### config.mk
export PLATFORM = sky130hd
export DESIGN_NAME = sbsr_reprogrammer
export DESIGN_NICKNAME = d
export VERILOG_FILES = /design/src/core/sbsr_pkg.sv /design/src/core/sbsr_rx_if.sv /design/src/core/sbsr_serial_rx.sv /design/src/core/sbsr_reprogrammer.sv
export SDC_FILE = /design/constraint.sdc
export NUM_CORES = 2
export LEC_CHECK = 0
export ABC_AREA = 1
export BUFFER_PORTS_ARGS = -buffer_cell sky130_fd_sc_hd__buf_2
export CAP_MARGIN = 30
export CELL_PAD_IN_SITES_DETAIL_PLACEMENT = 2
export CELL_PAD_IN_SITES_GLOBAL_PLACEMENT = 2
export CORE_MARGIN = 2
export CORE_UTILIZATION = 35
export CTS_BUF_LIST = sky130_fd_sc_hd__clkbuf_4 sky130_fd_sc_hd__clkbuf_8
export DETAILED_ROUTE_END_ITERATION = 8
export PLACE_DENSITY = 0.69
export SKIP_LAST_GASP = 1
export SYNTH_ARGS = -nofsm -noshare
export SYNTH_HDL_FRONTEND = slang
export SYNTH_SLANG_ARGS = --single-unit
### constraint.sdc
create_clock -name sys_clk -period 4.44 [get_ports sys_clk]
set_input_delay 0.444 -clock sys_clk [delete_from_list [all_inputs] [get_ports sys_clk]]
set_output_delay 0.444 -clock sys_clk [all_outputs]
set_load 0.01 [all_outputs]
### src/core/sbsr_pkg.sv
// Shared constants and types for the serial boot swap reprogrammer
package sbsr_pkg;
	localparam int        CHAR_BITS     = 8;
	localparam int        ADDR_W        = 20;
	localparam int        OFS_W         = 10;
	localparam int        BLK_W         = ADDR_W - OFS_W;
	localparam int        PAYLOAD_BYTES = 256;
	localparam int        BLOCK_BYTES   = 1024;
	localparam logic[7:0] CODE_SOF      = 8'h01;
	localparam logic[7:0] CMD_START     = 8'h02;
	localparam logic[7:0] CMD_WRITE     = 8'h03;
	localparam logic[7:0] CMD_END       = 8'h04;
	localparam logic[15:0] LEN_SHORT    = 16'h0002;
	localparam logic[15:0] LEN_WRITE    = 16'h0102;
	localparam logic[7:0] WIN_FIRST     = 8'h00;
	localparam logic[7:0] WIN_LAST      = 8'h3f;
	localparam logic[ADDR_W-1:0] ADDR_START = 20'h01000;
	localparam logic[ADDR_W-1:0] ADDR_STEP  = 20'h00100;

	typedef enum logic [2:0] {
		FOP_GETWIN = 3'h0,
		FOP_SETWIN = 3'h1,
		FOP_BLANK  = 3'h2,
		FOP_ERASE  = 3'h3,
		FOP_WRITE  = 3'h4,
		FOP_VERIFY = 3'h5,
		FOP_INVERT = 3'h6
	} sbsr_fop_e;

	typedef enum logic [11:0] {
		ST_BOOT   = 12'h001,
		ST_RX     = 12'h002,
		ST_DECODE = 12'h004,
		ST_GETWIN = 12'h008,
		ST_SETWIN = 12'h010,
		ST_BLANK  = 12'h020,
		ST_ERASE  = 12'h040,
		ST_PROG   = 12'h080,
		ST_VERIFY = 12'h100,
		ST_INVERT = 12'h200,
		ST_RESET  = 12'h400,
		ST_ERROR  = 12'h800
	} sbsr_state_e;

	typedef enum logic [2:0] {
		FR_SOF  = 3'h0,
		FR_LENH = 3'h1,
		FR_LENL = 3'h2,
		FR_CMD  = 3'h3,
		FR_DATA = 3'h4,
		FR_SUM  = 3'h5
	} sbsr_frame_e;
endpackage

### src/core/sbsr_rx_if.sv
// Received character stream between the serial slave and the sequencer
`timescale 1ns/1ps
interface sbsr_rx_if;
	import sbsr_pkg::*;
	logic                 byteValid;
	logic [CHAR_BITS-1:0] byteData;
	modport source (output byteValid, output byteData);
	modport sink   (input byteValid, input byteData);
endinterface

### src/core/sbsr_serial_rx.sv
// Clocked 3-wire receive slave, MSB first, sampled on the rising link clock
`timescale 1ns/1ps
module sbsr_serial_rx
	import sbsr_pkg::*;
#(
	parameter int NBITS = CHAR_BITS
) (
	input  wire logic   sys_clk,
	input  wire logic   nrst,
	input  wire logic   serialClockIn,
	input  wire logic   serialDataIn,
	sbsr_rx_if.source   rx
);
	logic [2:0]       sclkSync_r;
	logic [1:0]       sdiSync_r;
	logic [NBITS-1:0] shift_r;
	logic [3:0]       bitCnt_r;
	logic             sclkRise;

	// Two flops before any use, third only for the edge
	always_ff @(posedge sys_clk or negedge nrst) begin
		if (!nrst) begin
			// Idle-high link clock, so no false edge after reset
			sclkSync_r <= 3'h7;
			sdiSync_r  <= 2'h0;
		end else begin
			sclkSync_r <= {sclkSync_r[1:0], serialClockIn};
			sdiSync_r  <= {sdiSync_r[0], serialDataIn};
		end
	end

	assign sclkRise = sclkSync_r[1] & ~sclkSync_r[2];

	// Single transfer, eight bits, MSB first, external clock
	always_ff @(posedge sys_clk or negedge nrst) begin
		if (!nrst) begin
			shift_r      <= '0;
			bitCnt_r     <= 4'h0;
			rx.byteValid <= 1'b0;
			rx.byteData  <= '0;
		end else begin
			rx.byteValid <= 1'b0;
			if (sclkRise) begin
				shift_r <= {shift_r[NBITS-2:0], sdiSync_r[1]};
				if (bitCnt_r == 4'(NBITS - 1)) begin
					bitCnt_r     <= 4'h0;
					rx.byteValid <= 1'b1;
					rx.byteData  <= {shift_r[NBITS-2:0], sdiSync_r[1]};
				end else begin
					bitCnt_r <= bitCnt_r + 4'h1;
				end
			end
		end
	end
endmodule

### src/core/sbsr_reprogrammer.sv
// Command sequencer that reprograms the alternate boot cluster
`timescale 1ns/1ps
// How it works
// Serial slave receives 8-bit MSB-first characters on the external clock.
// Idles in a low-power wait until a character completes.
// After reset raises the handshake, then waits for the first command.
// Sender opens the session with start command 0x02.
// On start: light indicator first, then drop the handshake.
// Reads protection window; rewrites it unless exactly blocks 0..63.
// Write pointer starts at 0x1000.
// Initialization success raises the handshake.
// Sender sends write command 0x03 with exactly 256 bytes.
// Handshake stays low during all programming work.
// Entering a new block: blank check, erase if not blank.
// Program payload at pointer, then advance pointer by 256.
// Every completed 1024-byte block is verified before the next.
// Success of a payload raises the handshake again.
// Sender follows with another write or end command 0x04.
// End: drop handshake, verify current block if partly written, invert boot flag.
// Then turn the indicator off and request internal reset.
// Any failure shows error and halts, handshake stays low.
// Frame: 0x01, two-byte length, command, data, checksum.
// Checksum is byte sum of command and data.
// Bad checksum or unknown command halts in the error state.
module sbsr_reprogrammer
	import sbsr_pkg::*;
(
	input  wire logic              sys_clk,
	input  wire logic              nrst,
	input  wire logic              serialClockIn,
	input  wire logic              serialDataIn,
	output logic                   handshakePin,
	output logic                   flashAccessIndicator_n,
	output logic                   lowPowerWait,
	output logic                   errorShown,
	output logic                   resetRequest,
	output logic                   flReq,
	output sbsr_fop_e              flOp,
	output logic [ADDR_W-1:0]      flAddr,
	output logic [BLK_W-1:0]       flBlock,
	output logic [7:0]             flWinFirst,
	output logic [7:0]             flWinLast,
	output logic [7:0]             flWrData,
	input  wire logic              flDone,
	input  wire logic              flFail,
	input  wire logic              flBlank,
	input  wire logic [7:0]        flWinFirstIn,
	input  wire logic [7:0]        flWinLastIn,
	input  wire logic [7:0]        flWrIdx
);
	sbsr_rx_if rx ();

	sbsr_state_e     state_r;
	sbsr_frame_e     frame_r;
	logic [15:0]     len_r;
	logic [8:0]      dataLeft_r;
	logic [7:0]      dataIdx_r;
	logic [7:0]      cmd_r;
	logic [7:0]      sum_r;
	logic            frameOk_r;
	logic            started_r;
	logic            ending_r;
	logic [ADDR_W-1:0] addr_r;
	logic [7:0]      payload [0:PAYLOAD_BYTES-1];
	logic [ADDR_W-1:0] addrNxt;

	sbsr_serial_rx #(.NBITS(CHAR_BITS)) u_rx (
		.sys_clk       (sys_clk),
		.nrst          (nrst),
		.serialClockIn (serialClockIn),
		.serialDataIn  (serialDataIn),
		.rx            (rx.source)
	);

	assign addrNxt = addr_r + ADDR_STEP;

	// Frame parser, active only while reception is enabled
	always_ff @(posedge sys_clk or negedge nrst) begin
		if (!nrst) begin
			frame_r    <= FR_SOF;
			len_r      <= 16'h0000;
			dataLeft_r <= 9'h000;
			dataIdx_r  <= 8'h00;
			cmd_r      <= 8'h00;
			sum_r      <= 8'h00;
			frameOk_r  <= 1'b0;
		end else begin
			frameOk_r <= 1'b0;
			if (state_r == ST_RX && rx.byteValid) begin
				case (frame_r)
				FR_SOF: begin
					if (rx.byteData == CODE_SOF) begin
						frame_r <= FR_LENH;
					end
				end
				FR_LENH: begin
					len_r[15:8] <= rx.byteData;
					frame_r     <= FR_LENL;
				end
				FR_LENL: begin
					len_r[7:0] <= rx.byteData;
					frame_r    <= FR_CMD;
				end
				FR_CMD: begin
					cmd_r      <= rx.byteData;
					sum_r      <= rx.byteData;
					dataIdx_r  <= 8'h00;
					dataLeft_r <= len_r[8:0] - 9'h002;
					frame_r    <= (len_r == LEN_WRITE) ? FR_DATA : FR_SUM;
				end
				FR_DATA: begin
					payload[dataIdx_r] <= rx.byteData;
					sum_r      <= sum_r + rx.byteData;
					dataIdx_r  <= dataIdx_r + 8'h01;
					dataLeft_r <= dataLeft_r - 9'h001;
					if (dataLeft_r == 9'h001) begin
						frame_r <= FR_SUM;
					end
				end
				FR_SUM: begin
					frame_r   <= FR_SOF;
					frameOk_r <= 1'b1;
					sum_r     <= sum_r ^ rx.byteData;
				end
				default: begin
					frame_r <= FR_SOF;
				end
				endcase
			end
		end
	end

	// Payload byte offered to the flash writer
	always_ff @(posedge sys_clk) begin
		flWrData <= payload[flWrIdx];
	end

	// Main sequencer
	always_ff @(posedge sys_clk or negedge nrst) begin
		if (!nrst) begin
			state_r                <= ST_BOOT;
			handshakePin           <= 1'b0;
			flashAccessIndicator_n <= 1'b1;
			lowPowerWait           <= 1'b0;
			errorShown             <= 1'b0;
			resetRequest           <= 1'b0;
			flReq                  <= 1'b0;
			flOp                   <= FOP_GETWIN;
			flAddr                 <= '0;
			flBlock                <= '0;
			flWinFirst             <= 8'h00;
			flWinLast              <= 8'h00;
			started_r              <= 1'b0;
			ending_r               <= 1'b0;
			addr_r                 <= ADDR_START;
		end else begin
			case (state_r)
			ST_BOOT: begin
				handshakePin <= 1'b1;
				state_r      <= ST_RX;
			end
			ST_RX: begin
				lowPowerWait <= !rx.byteValid;
				if (frameOk_r) begin
					lowPowerWait <= 1'b0;
					handshakePin <= 1'b0;
					state_r      <= ST_DECODE;
					if (cmd_r == CMD_START) begin
						flashAccessIndicator_n <= 1'b0;
						handshakePin           <= 1'b1;
					end
				end
			end
			ST_DECODE: begin
				handshakePin <= 1'b0;
				if (sum_r != 8'h00) begin
					state_r <= ST_ERROR;
				end else if (cmd_r == CMD_START && len_r == LEN_SHORT) begin
					started_r <= 1'b1;
					addr_r    <= ADDR_START;
					flOp      <= FOP_GETWIN;
					flReq     <= 1'b1;
					state_r   <= ST_GETWIN;
				end else if (cmd_r == CMD_WRITE && len_r == LEN_WRITE
						&& started_r) begin
					flAddr  <= addr_r;
					flBlock <= addr_r[ADDR_W-1:OFS_W];
					flReq   <= 1'b1;
					if (addr_r[OFS_W-1:0] == '0) begin
						flOp    <= FOP_BLANK;
						state_r <= ST_BLANK;
					end else begin
						flOp    <= FOP_WRITE;
						state_r <= ST_PROG;
					end
				end else if (cmd_r == CMD_END && len_r == LEN_SHORT
						&& started_r) begin
					ending_r <= 1'b1;
					flBlock  <= addr_r[ADDR_W-1:OFS_W];
					flReq    <= 1'b1;
					if (addr_r[OFS_W-1:0] != '0) begin
						flOp    <= FOP_VERIFY;
						state_r <= ST_VERIFY;
					end else begin
						flOp    <= FOP_INVERT;
						state_r <= ST_INVERT;
					end
				end else begin
					state_r <= ST_ERROR;
				end
			end
			ST_GETWIN: begin
				if (flDone) begin
					flReq <= 1'b0;
					if (flFail) begin
						state_r <= ST_ERROR;
					end else if (flWinFirstIn != WIN_FIRST
							|| flWinLastIn != WIN_LAST) begin
						flOp       <= FOP_SETWIN;
						flWinFirst <= WIN_FIRST;
						flWinLast  <= WIN_LAST;
						flReq      <= 1'b1;
						state_r    <= ST_SETWIN;
					end else begin
						handshakePin <= 1'b1;
						state_r      <= ST_RX;
					end
				end
			end
			ST_SETWIN: begin
				if (flDone) begin
					flReq <= 1'b0;
					if (flFail) begin
						state_r <= ST_ERROR;
					end else begin
						handshakePin <= 1'b1;
						state_r      <= ST_RX;
					end
				end
			end
			ST_BLANK: begin
				if (flDone) begin
					if (flFail) begin
						flReq   <= 1'b0;
						state_r <= ST_ERROR;
					end else if (flBlank) begin
						flOp    <= FOP_WRITE;
						state_r <= ST_PROG;
					end else begin
						flOp    <= FOP_ERASE;
						state_r <= ST_ERASE;
					end
				end
			end
			ST_ERASE: begin
				if (flDone) begin
					if (flFail) begin
						flReq   <= 1'b0;
						state_r <= ST_ERROR;
					end else begin
						flOp    <= FOP_WRITE;
						state_r <= ST_PROG;
					end
				end
			end
			ST_PROG: begin
				if (flDone) begin
					flReq <= 1'b0;
					if (flFail) begin
						state_r <= ST_ERROR;
					end else begin
						addr_r <= addrNxt;
						if (addrNxt[OFS_W-1:0] == '0) begin
							flOp    <= FOP_VERIFY;
							flReq   <= 1'b1;
							state_r <= ST_VERIFY;
						end else begin
							handshakePin <= 1'b1;
							state_r      <= ST_RX;
						end
					end
				end
			end
			ST_VERIFY: begin
				if (flDone) begin
					flReq <= 1'b0;
					if (flFail) begin
						state_r <= ST_ERROR;
					end else if (ending_r) begin
						flOp    <= FOP_INVERT;
						flReq   <= 1'b1;
						state_r <= ST_INVERT;
					end else begin
						handshakePin <= 1'b1;
						state_r      <= ST_RX;
					end
				end
			end
			ST_INVERT: begin
				if (flDone) begin
					flReq <= 1'b0;
					if (flFail) begin
						state_r <= ST_ERROR;
					end else begin
						flashAccessIndicator_n <= 1'b1;
						state_r                <= ST_RESET;
					end
				end
			end
			ST_RESET: begin
				resetRequest <= 1'b1;
			end
			ST_ERROR: begin
				errorShown   <= 1'b1;
				handshakePin <= 1'b0;
				flReq        <= 1'b0;
			end
			default: begin
				state_r <= ST_ERROR;
			end
			endcase
		end
	end
endmodule

# Word level (Yosys, flattened, before mapping)
# Memory sizes are Yosys's and may differ from the RTL's. A register that Yosys moved wholly into a read port is not among the register bits.
# Index checks and enable logic that the tools add are counted.
dict set report classes {
  n_addsub 6
  multipliers 0
  div 0
  n_lt_le_gt_ge 0
  n_eq_ne 56
  shift 0
  mux 104
  bitwise 8
  n_reduce_logical 45
}
# op count
set op_table {}
lappend op_table {{two-way mux 12 bit} 19}
lappend op_table {{case mux 12 bit (11 select lines)} 1}
lappend op_table {{two-way mux 20 bit} 4}
lappend op_table {{two-way mux 3 bit} 21}
lappend op_table {{inequality test 2 bit (second input constant)} 25}
lappend op_table {{two-way mux 1 bit} 40}
lappend op_table {{two-way mux 10 bit} 4}
lappend op_table {{case mux 20 bit (2 select lines)} 1}
lappend op_table {{case mux 8 bit (3 select lines)} 1}
lappend op_table {{adder 20 x 9 -> 20 bit (second input constant)} 1}
lappend op_table {{zero test 10 bit} 2}
lappend op_table {{case mux 3 bit (6 select lines)} 1}
lappend op_table {{case mux 9 bit (2 select lines)} 1}
lappend op_table {{AND reduction 9 bit} 2}
lappend op_table {{== test 16 x 2 -> 1 bit (second input constant)} 1}
lappend op_table {{== test 16 x 9 -> 1 bit (second input constant)} 1}
lappend op_table {{== test 8 x 2 -> 1 bit (second input constant)} 2}
lappend op_table {{two-way mux 8 bit} 2}
lappend op_table {{case mux 8 bit (2 select lines)} 1}
lappend op_table {{AND reduction 16 bit} 1}
lappend op_table {{nonzero test 8 bit} 2}
lappend op_table {{case mux 3 bit (5 select lines)} 1}
lappend op_table {{AND reduction 5 bit} 3}
lappend op_table {{case mux 1 bit (7 select lines)} 2}
lappend op_table {{other kinds (49)} 80}
dict set report totals {
  ff_bits 152
  latchBits 0
  ram_bits 2048
  romBits 0
  input_bits 31
  out_inout_bits 63
  mem_count 1
}
# memory depth word_bits read_ports rd_clocked_by_memory_dff wr line_no
set mem_list {}
lappend mem_list {payload 256 8 1 1 1 sbsr_reprogrammer.sv:64} ;# logic [7:0] payload [0:PAYLOAD_BYTES-1];

# Depth between registers and ports, before layout
dict set report depth {
  ltp_word 8
  ltp_mapped 15
}

# Cells and area by module
# Synthesis repeated with hierarchy kept, for this count alone.
dict set report unflattened {
  hier_cells 7986
  area_unflattened_um2 90556.9
}
# module n_inst cells_each area_per_inst_um2 seq_area_each_um2
set modules_own_cells {}
lappend modules_own_cells {sbsr_reprogrammer 1 7888 89574.7 64440.6}
lappend modules_own_cells {sbsr_serial_rx 1 98 982.2 629.4}

# Least setup slack after synthesis
# No wires, ideal clock.
dict set report synth_timing {
  kind {reg2reg}
  startpoint {register u_rx.rx.byteData[3]}
  endpoint {register sum_r[6]}
  setup_ns 0.123
  t_arrival_ns 4.715
  t_required_ns 4.317
  slack_ns -0.398
  path_stages_with_launch 12
  path_cell_list {dfrtp_1 > ha_1 > a21oi_1 > nand2_1 > nand2_1 > nand2_1 > a21oi_1 > nand2_1 > nand2_1 > o21ai_0 > o21ai_0 > nand2_1}
}
dict set report synth_between {
  elab_chain_len 2
}
# item line_no
set synth_lines {}
lappend synth_lines {{from (decl)} sbsr_rx_if.sv:7} ;# modport source (output byteValid, output byteData);
lappend synth_lines {{from (signal assigned)} sbsr_serial_rx.sv:48} ;# rx.byteData <= {shift_r[NBITS-2:0], sdiSync_r[1]};
lappend synth_lines {{adder 8 bit} sbsr_reprogrammer.sv:113} ;# sum_r <= sum_r + rx.byteData;
lappend synth_lines {{case mux 8 bit (3 select lines)} sbsr_reprogrammer.sv:90} ;# case (frame_r)
lappend synth_lines {{to (signal assigned)} sbsr_reprogrammer.sv:106} ;# sum_r <= rx.byteData;
lappend synth_lines {{to (signal assigned)} sbsr_reprogrammer.sv:113}
lappend synth_lines {{to (signal assigned)} sbsr_reprogrammer.sv:123} ;# sum_r <= sum_r ^ rx.byteData;
lappend synth_lines {{to (decl)} sbsr_reprogrammer.sv:59} ;# logic [7:0] sum_r;
# No other way between the ends.
# A chain may end at the register's enable or synchronous reset.

# Final worst setup path
dict set report layout_timing {
  startpoint {register state_r[9]}
  endpoint {memory payload[54][6] (enable)}
}
dict set report layout_between {
  elab_chain_len 5
}
# item line_no
set layout_lines {}
lappend layout_lines {{from (decl)} sbsr_reprogrammer.sv:53} ;# sbsr_state_e state_r;
lappend layout_lines {{from (signal assigned)} sbsr_reprogrammer.sv:141} ;# state_r <= ST_BOOT;
lappend layout_lines {{from (signal assigned)} sbsr_reprogrammer.sv:160} ;# state_r <= ST_RX;
lappend layout_lines {{from (signal assigned)} sbsr_reprogrammer.sv:167} ;# state_r <= ST_DECODE;
lappend layout_lines {{== test 12 x 2 -> 1 bit} sbsr_reprogrammer.sv:89} ;# if (state_r == ST_RX && rx.byteValid) begin
lappend layout_lines {{logical AND 1 bit} sbsr_reprogrammer.sv:89}
lappend layout_lines {{two-way mux 1 bit} sbsr_reprogrammer.sv:89}
lappend layout_lines {{logical AND 1 bit (not written as such)} sbsr_reprogrammer.sv:112} ;# payload[dataIdx_r] <= rx.byteData;
lappend layout_lines {{two-way mux 1 bit (not written as such)} sbsr_reprogrammer.sv:112}
lappend layout_lines {{to (decl)} sbsr_reprogrammer.sv:64}
# No other way between the ends.

==> results <==
- The clock tree skew after final layout is just under 0.1 ns.
- Registers take 65,100 sq um.
- In this run the core area contains 186 standard-cell rows.
- At the end of routability-driven placement, the weighted congestion stood at between 0.7 and 0.8.
- The total half-perimeter wirelength after legalization and detailed placement is 186 mm.
- Sequential elements use 72.1% of the synthesized area.
- The worst hold margin is 0.108 ns.
- The DRC marker count from the first detailed-route iteration is 5,212.
- In this run the deepest clock path goes through 4 buffers.
- The initial utilization of the core area, before any placement, comes to 35.2%.
- The longest individual stage delay on the worst path is just under 0.6 ns.
- Sorting the synthesized cells by how often they occur yields sky130_fd_sc_hd__nand2_1, sky130_fd_sc_hd__nand3_1, sky130_fd_sc_hd__edfxtp_1.
- The multi-input combinational cells in the finished layout cover a total of 22,700 sq um.
- The worst slack after detailed placement is roughly 0.91 ns.
- For this design the static power due to leakage is 37.2 nW.
- CTS saw 2,192 sinks.
- The CTS tree is built.
- The area of the core region is 257,000 sq um.
- Dividing the detail-routed wire length by the instance count gives between 20 and 30 um.
- The warning count from the yosys run is 0.
- The DRC violations left is 0.
- Among all flip-flop cells after synthesis, the most frequent one is sky130_fd_sc_hd__edfxtp_1.
- The CTS root buffer is sky130_fd_sc_hd__clkbuf_8.
- The number of max-capacitance violations reported is 0.
- The number of iterations in the first detailed-routing pass is 5.
- The average via count per standard cell is 5.43.
- The kind of cell adding the most delay to the critical path is simple AND/OR/NAND/NOR gates.
- Summed over all layers, the routed wires come to ~310 mm.
- After routing, the total negative slack on setup checks comes to 0 ns.
- The cell area power density is 471 nW/um^2.
- Setup repair after global routing left no endpoint under its margin.
- The post-synthesis instance total is 7,896.
- For this run, the post-layout net count is 8,104.
- The cell accounting for the most synthesized area is sky130_fd_sc_hd__edfxtp_1.
- The summed instance area of the synthesized netlist is about 90,000 sq um.
- The synthesized design contains approximately 2,200 register bits.
- At the worst endpoint, the arrival time is 4.24 ns.
- The fraction of registers with async set/reset is under 10%.
- Counting the fill cells in the layout gives 26,290.
- The antenna violation net count after detailed routing is 0.
- The number of antenna violations at the first check in global routing was 11.
- STA classifies the critical path startpoint as a register.
- The first global-routing pass estimated between 400 and 500 mm of wire.
- The number of H-tree levels is 5.
- The slowest cell on the critical path is sky130_fd_sc_hd__nor2_1.
- The die covers 262,000 sq um.
- The setup-violating endpoint count in the final report is 0.
- The critical path goes through nor2_2, nand2_2, nor2_4, nand2_2, inv_2, nand2_4, nor2_8, nand2_4, nor3_2, nand2_1, buf_4, nor2_1.
- After layout, the minimum clock period comes to 3.50 ns.
- The number of global-route vias before repair came to 70,006.
- The synthesized area per cell is 11.4 sq um.
- For the pin with the worst max-slew slack, the measured transition is 1.20 ns.
- For this block, the via count after detailed routing is 63,722.
- The tightest min-delay check is of the input pin to register type.
- Synthesis instantiated 51 different standard cells from the library.
- The overflow left after global routing is 0.
- The dominant cell by count in the synthesized netlist is sky130_fd_sc_hd__nand2_1.
- The area share of the leading cell type in the synthesized netlist is 68.1%.
- The final number of max-transition violations is 0.
- The count of final hold-check violations is 0.
- The clock latency of the later-clocked register in the worst-skew pair is 1.11 ns.
- The clock-pin transition on the worst setup and hold timing paths is 0.06 ns.
- The run finished with clean final reports.
- The die is 512 um tall.
- The number of I/O port buffers is 75.
- For the worst setup path, the data required time is 5.18 ns.
- The relative area change from synthesis to final layout is 13.6%.
- The die is 512 um wide.
- The total design power is approximately 48 mW.
- STA classifies the critical path endpoint as a register.
- After layout, the worst path uses 78.8% of the clock period.
- The largest net degree at the start of global routing is about 180.
- Based on the critical path, the design can be clocked at up to 286 MHz.
- The share of cells above drive strength 1 is approximately an eighth.
- The number of enable flip-flop cells after synthesis is 2,048.
- The worst slew margin relative to its limit is 20.0%.
- Clock tree synthesis inserted a total of 400 buffers.
- VDD sags by at most around 0.00043 V.
- Together, buffers and inverters on the worst path number 2.
- The biggest fanout along the worst timing path is 11.
- The total routing resource utilization after global routing is 23.6%.
- The final worst-path setup slack is 0.940 ns.
- The setup path with the least slack is of type register to register.
- The I/O pin count is 94.
- In the post-synthesis netlist, the biggest area contributors are sky130_fd_sc_hd__edfxtp_1, sky130_fd_sc_hd__nand3_1, sky130_fd_sc_hd__nand2_1, sky130_fd_sc_hd__dfrtp_1, sky130_fd_sc_hd__clkbuf_1.
[worst register-to-register path, stage by stage (launching register included)]
cell and delay, ns:
sky130_fd_sc_hd__dfrtp_1 0.41, sky130_fd_sc_hd__nor2_2 0.18, sky130_fd_sc_hd__nand2_2 0.12, sky130_fd_sc_hd__nor2_4 0.15, sky130_fd_sc_hd__nand2_2 0.09, sky130_fd_sc_hd__inv_2 0.09, sky130_fd_sc_hd__nand2_4 0.10, sky130_fd_sc_hd__nor2_8 0.19
sky130_fd_sc_hd__nand2_4 0.15, sky130_fd_sc_hd__nor3_2 0.48, sky130_fd_sc_hd__nand2_1 0.29, sky130_fd_sc_hd__buf_4 0.30, sky130_fd_sc_hd__nor2_1 0.58
[stage by stage]
stage / area (sq um) / util, % / std cells
after floorplan: 90400 / - / 7914
after global placement: 94700 / 36.9 / 11013
after detailed placement: 94800 / 36.9 / 11017
after CTS: 103000 / 40.0 / 11728
after global routing: 103000 / 40.0 / 11729
final: 103000 / 40.0 / 11732
[cells by family (layout without fill, tap and decap cells)]
logic type,after synthesis,count (layout),synth area share [%]
AO/OA/AOI/OAI,172,172,1.04
XOR/XNOR,16,16,0.155
adder cells (fa/ha/maj),19,19,0.272
buffers and inverters,662,1092,2.98
flip-flops,2192,2192,72.1
other,1,23,0.00415
AND/OR/NAND/NOR,4834,4834,23.5
[final cells by class]
| type | instances | share of cell area (%) |
|---|---|---|
| inverter | 140 | 0.539 |
| tap | 3384 | 4.13 |
| clock inverter | 144 | 0.788 |
| clock buffer | 548 | 6.58 |
| multi-input combinational | 5060 | 22.1 |
| sequential | 2192 | 63.5 |
| timing repair buffer | 260 | 2.38 |
| antenna | 4 | 0.00976 |
[cell usage in the layout, fill, tap and decap left out, types with 35 or more instances in the layout]
| cell | synthesis | final |
|---|---|---|
| sky130_fd_sc_hd__edfxtp_1 | 2048 | 2048 |
| sky130_fd_sc_hd__nand2_1 | 2326 | 2319 |
| sky130_fd_sc_hd__nor2_2 | 63 | 65 |
| sky130_fd_sc_hd__clkinv_1 | 1 | 96 |
| sky130_fd_sc_hd__nand3_1 | 2086 | 2078 |
| sky130_fd_sc_hd__o21ai_0 | 110 | 110 |
| sky130_fd_sc_hd__nor2_1 | 282 | 280 |
| sky130_fd_sc_hd__dfrtp_1 | 130 | 122 |
| sky130_fd_sc_hd__buf_12 | 0 | 45 |
| sky130_fd_sc_hd__buf_2 | 47 | 69 |
| sky130_fd_sc_hd__clkbuf_4 | 0 | 126 |
| sky130_fd_sc_hd__clkinv_2 | 0 | 35 |
| sky130_fd_sc_hd__buf_4 | 23 | 121 |
| sky130_fd_sc_hd__inv_1 | 131 | 128 |
| sky130_fd_sc_hd__clkbuf_8 | 0 | 422 |
[routing by layer]
metal | track usage [%] | wire [um] | vias to the layer above
li1 | - | - | 28178
met1 | 31.4 | 136000 | 33441
met2 | 39.6 | 153000 | 1593
met3 | 3.31 | 14500 | 510
met4 | 8.02 | 9770 | 0
met5 | 0 | 0 | -
[path summary, 6_finish.rpt]
check | depth (start not counted) | slack (ns) | to | start
worst max-delay path | 12 | 0.94 | payload[54][6] | state_r[9]
worst min-delay path | 9 | 0.11 | flReq | flWinFirstIn[0]
worst max register to register | 12 | 0.94 | payload[54][6] | state_r[9]
worst min register to register | 0 | 0.35 | u_rx.sdiSync_r[1] | u_rx.sdiSync_r[0]
max in group asynchronous | 4 | 2.67 | lowPowerWait | nrst
min in group asynchronous | 4 | 0.57 | dataIdx_r[3] | nrst
[flip-flops by register name, indices dropped and copies added (netlist names), 9 cells and up]
register / flops
flBlock: 10
dataLeft_r: 9
payload: 2048
len_r: 16
flAddr: 12
state_r: 12
addr_r: 12
[power breakdown]
part	internal, mW	switching (mW)
registers	24.4	0.414
clock network	10.2	8.62
logic	0.755	3.95
total	35.3	13.0
[timing repair]
action / 4_1_cts / 5_1_grt
hold buffers: 19 / 0
hold endpoints to repair: 111 / 0
endpoints found under the setup margin: 0 / 0
buffers inserted: 0 / 0
resized for setup: 0 / 0
Power figures use the tool's default switching activity.
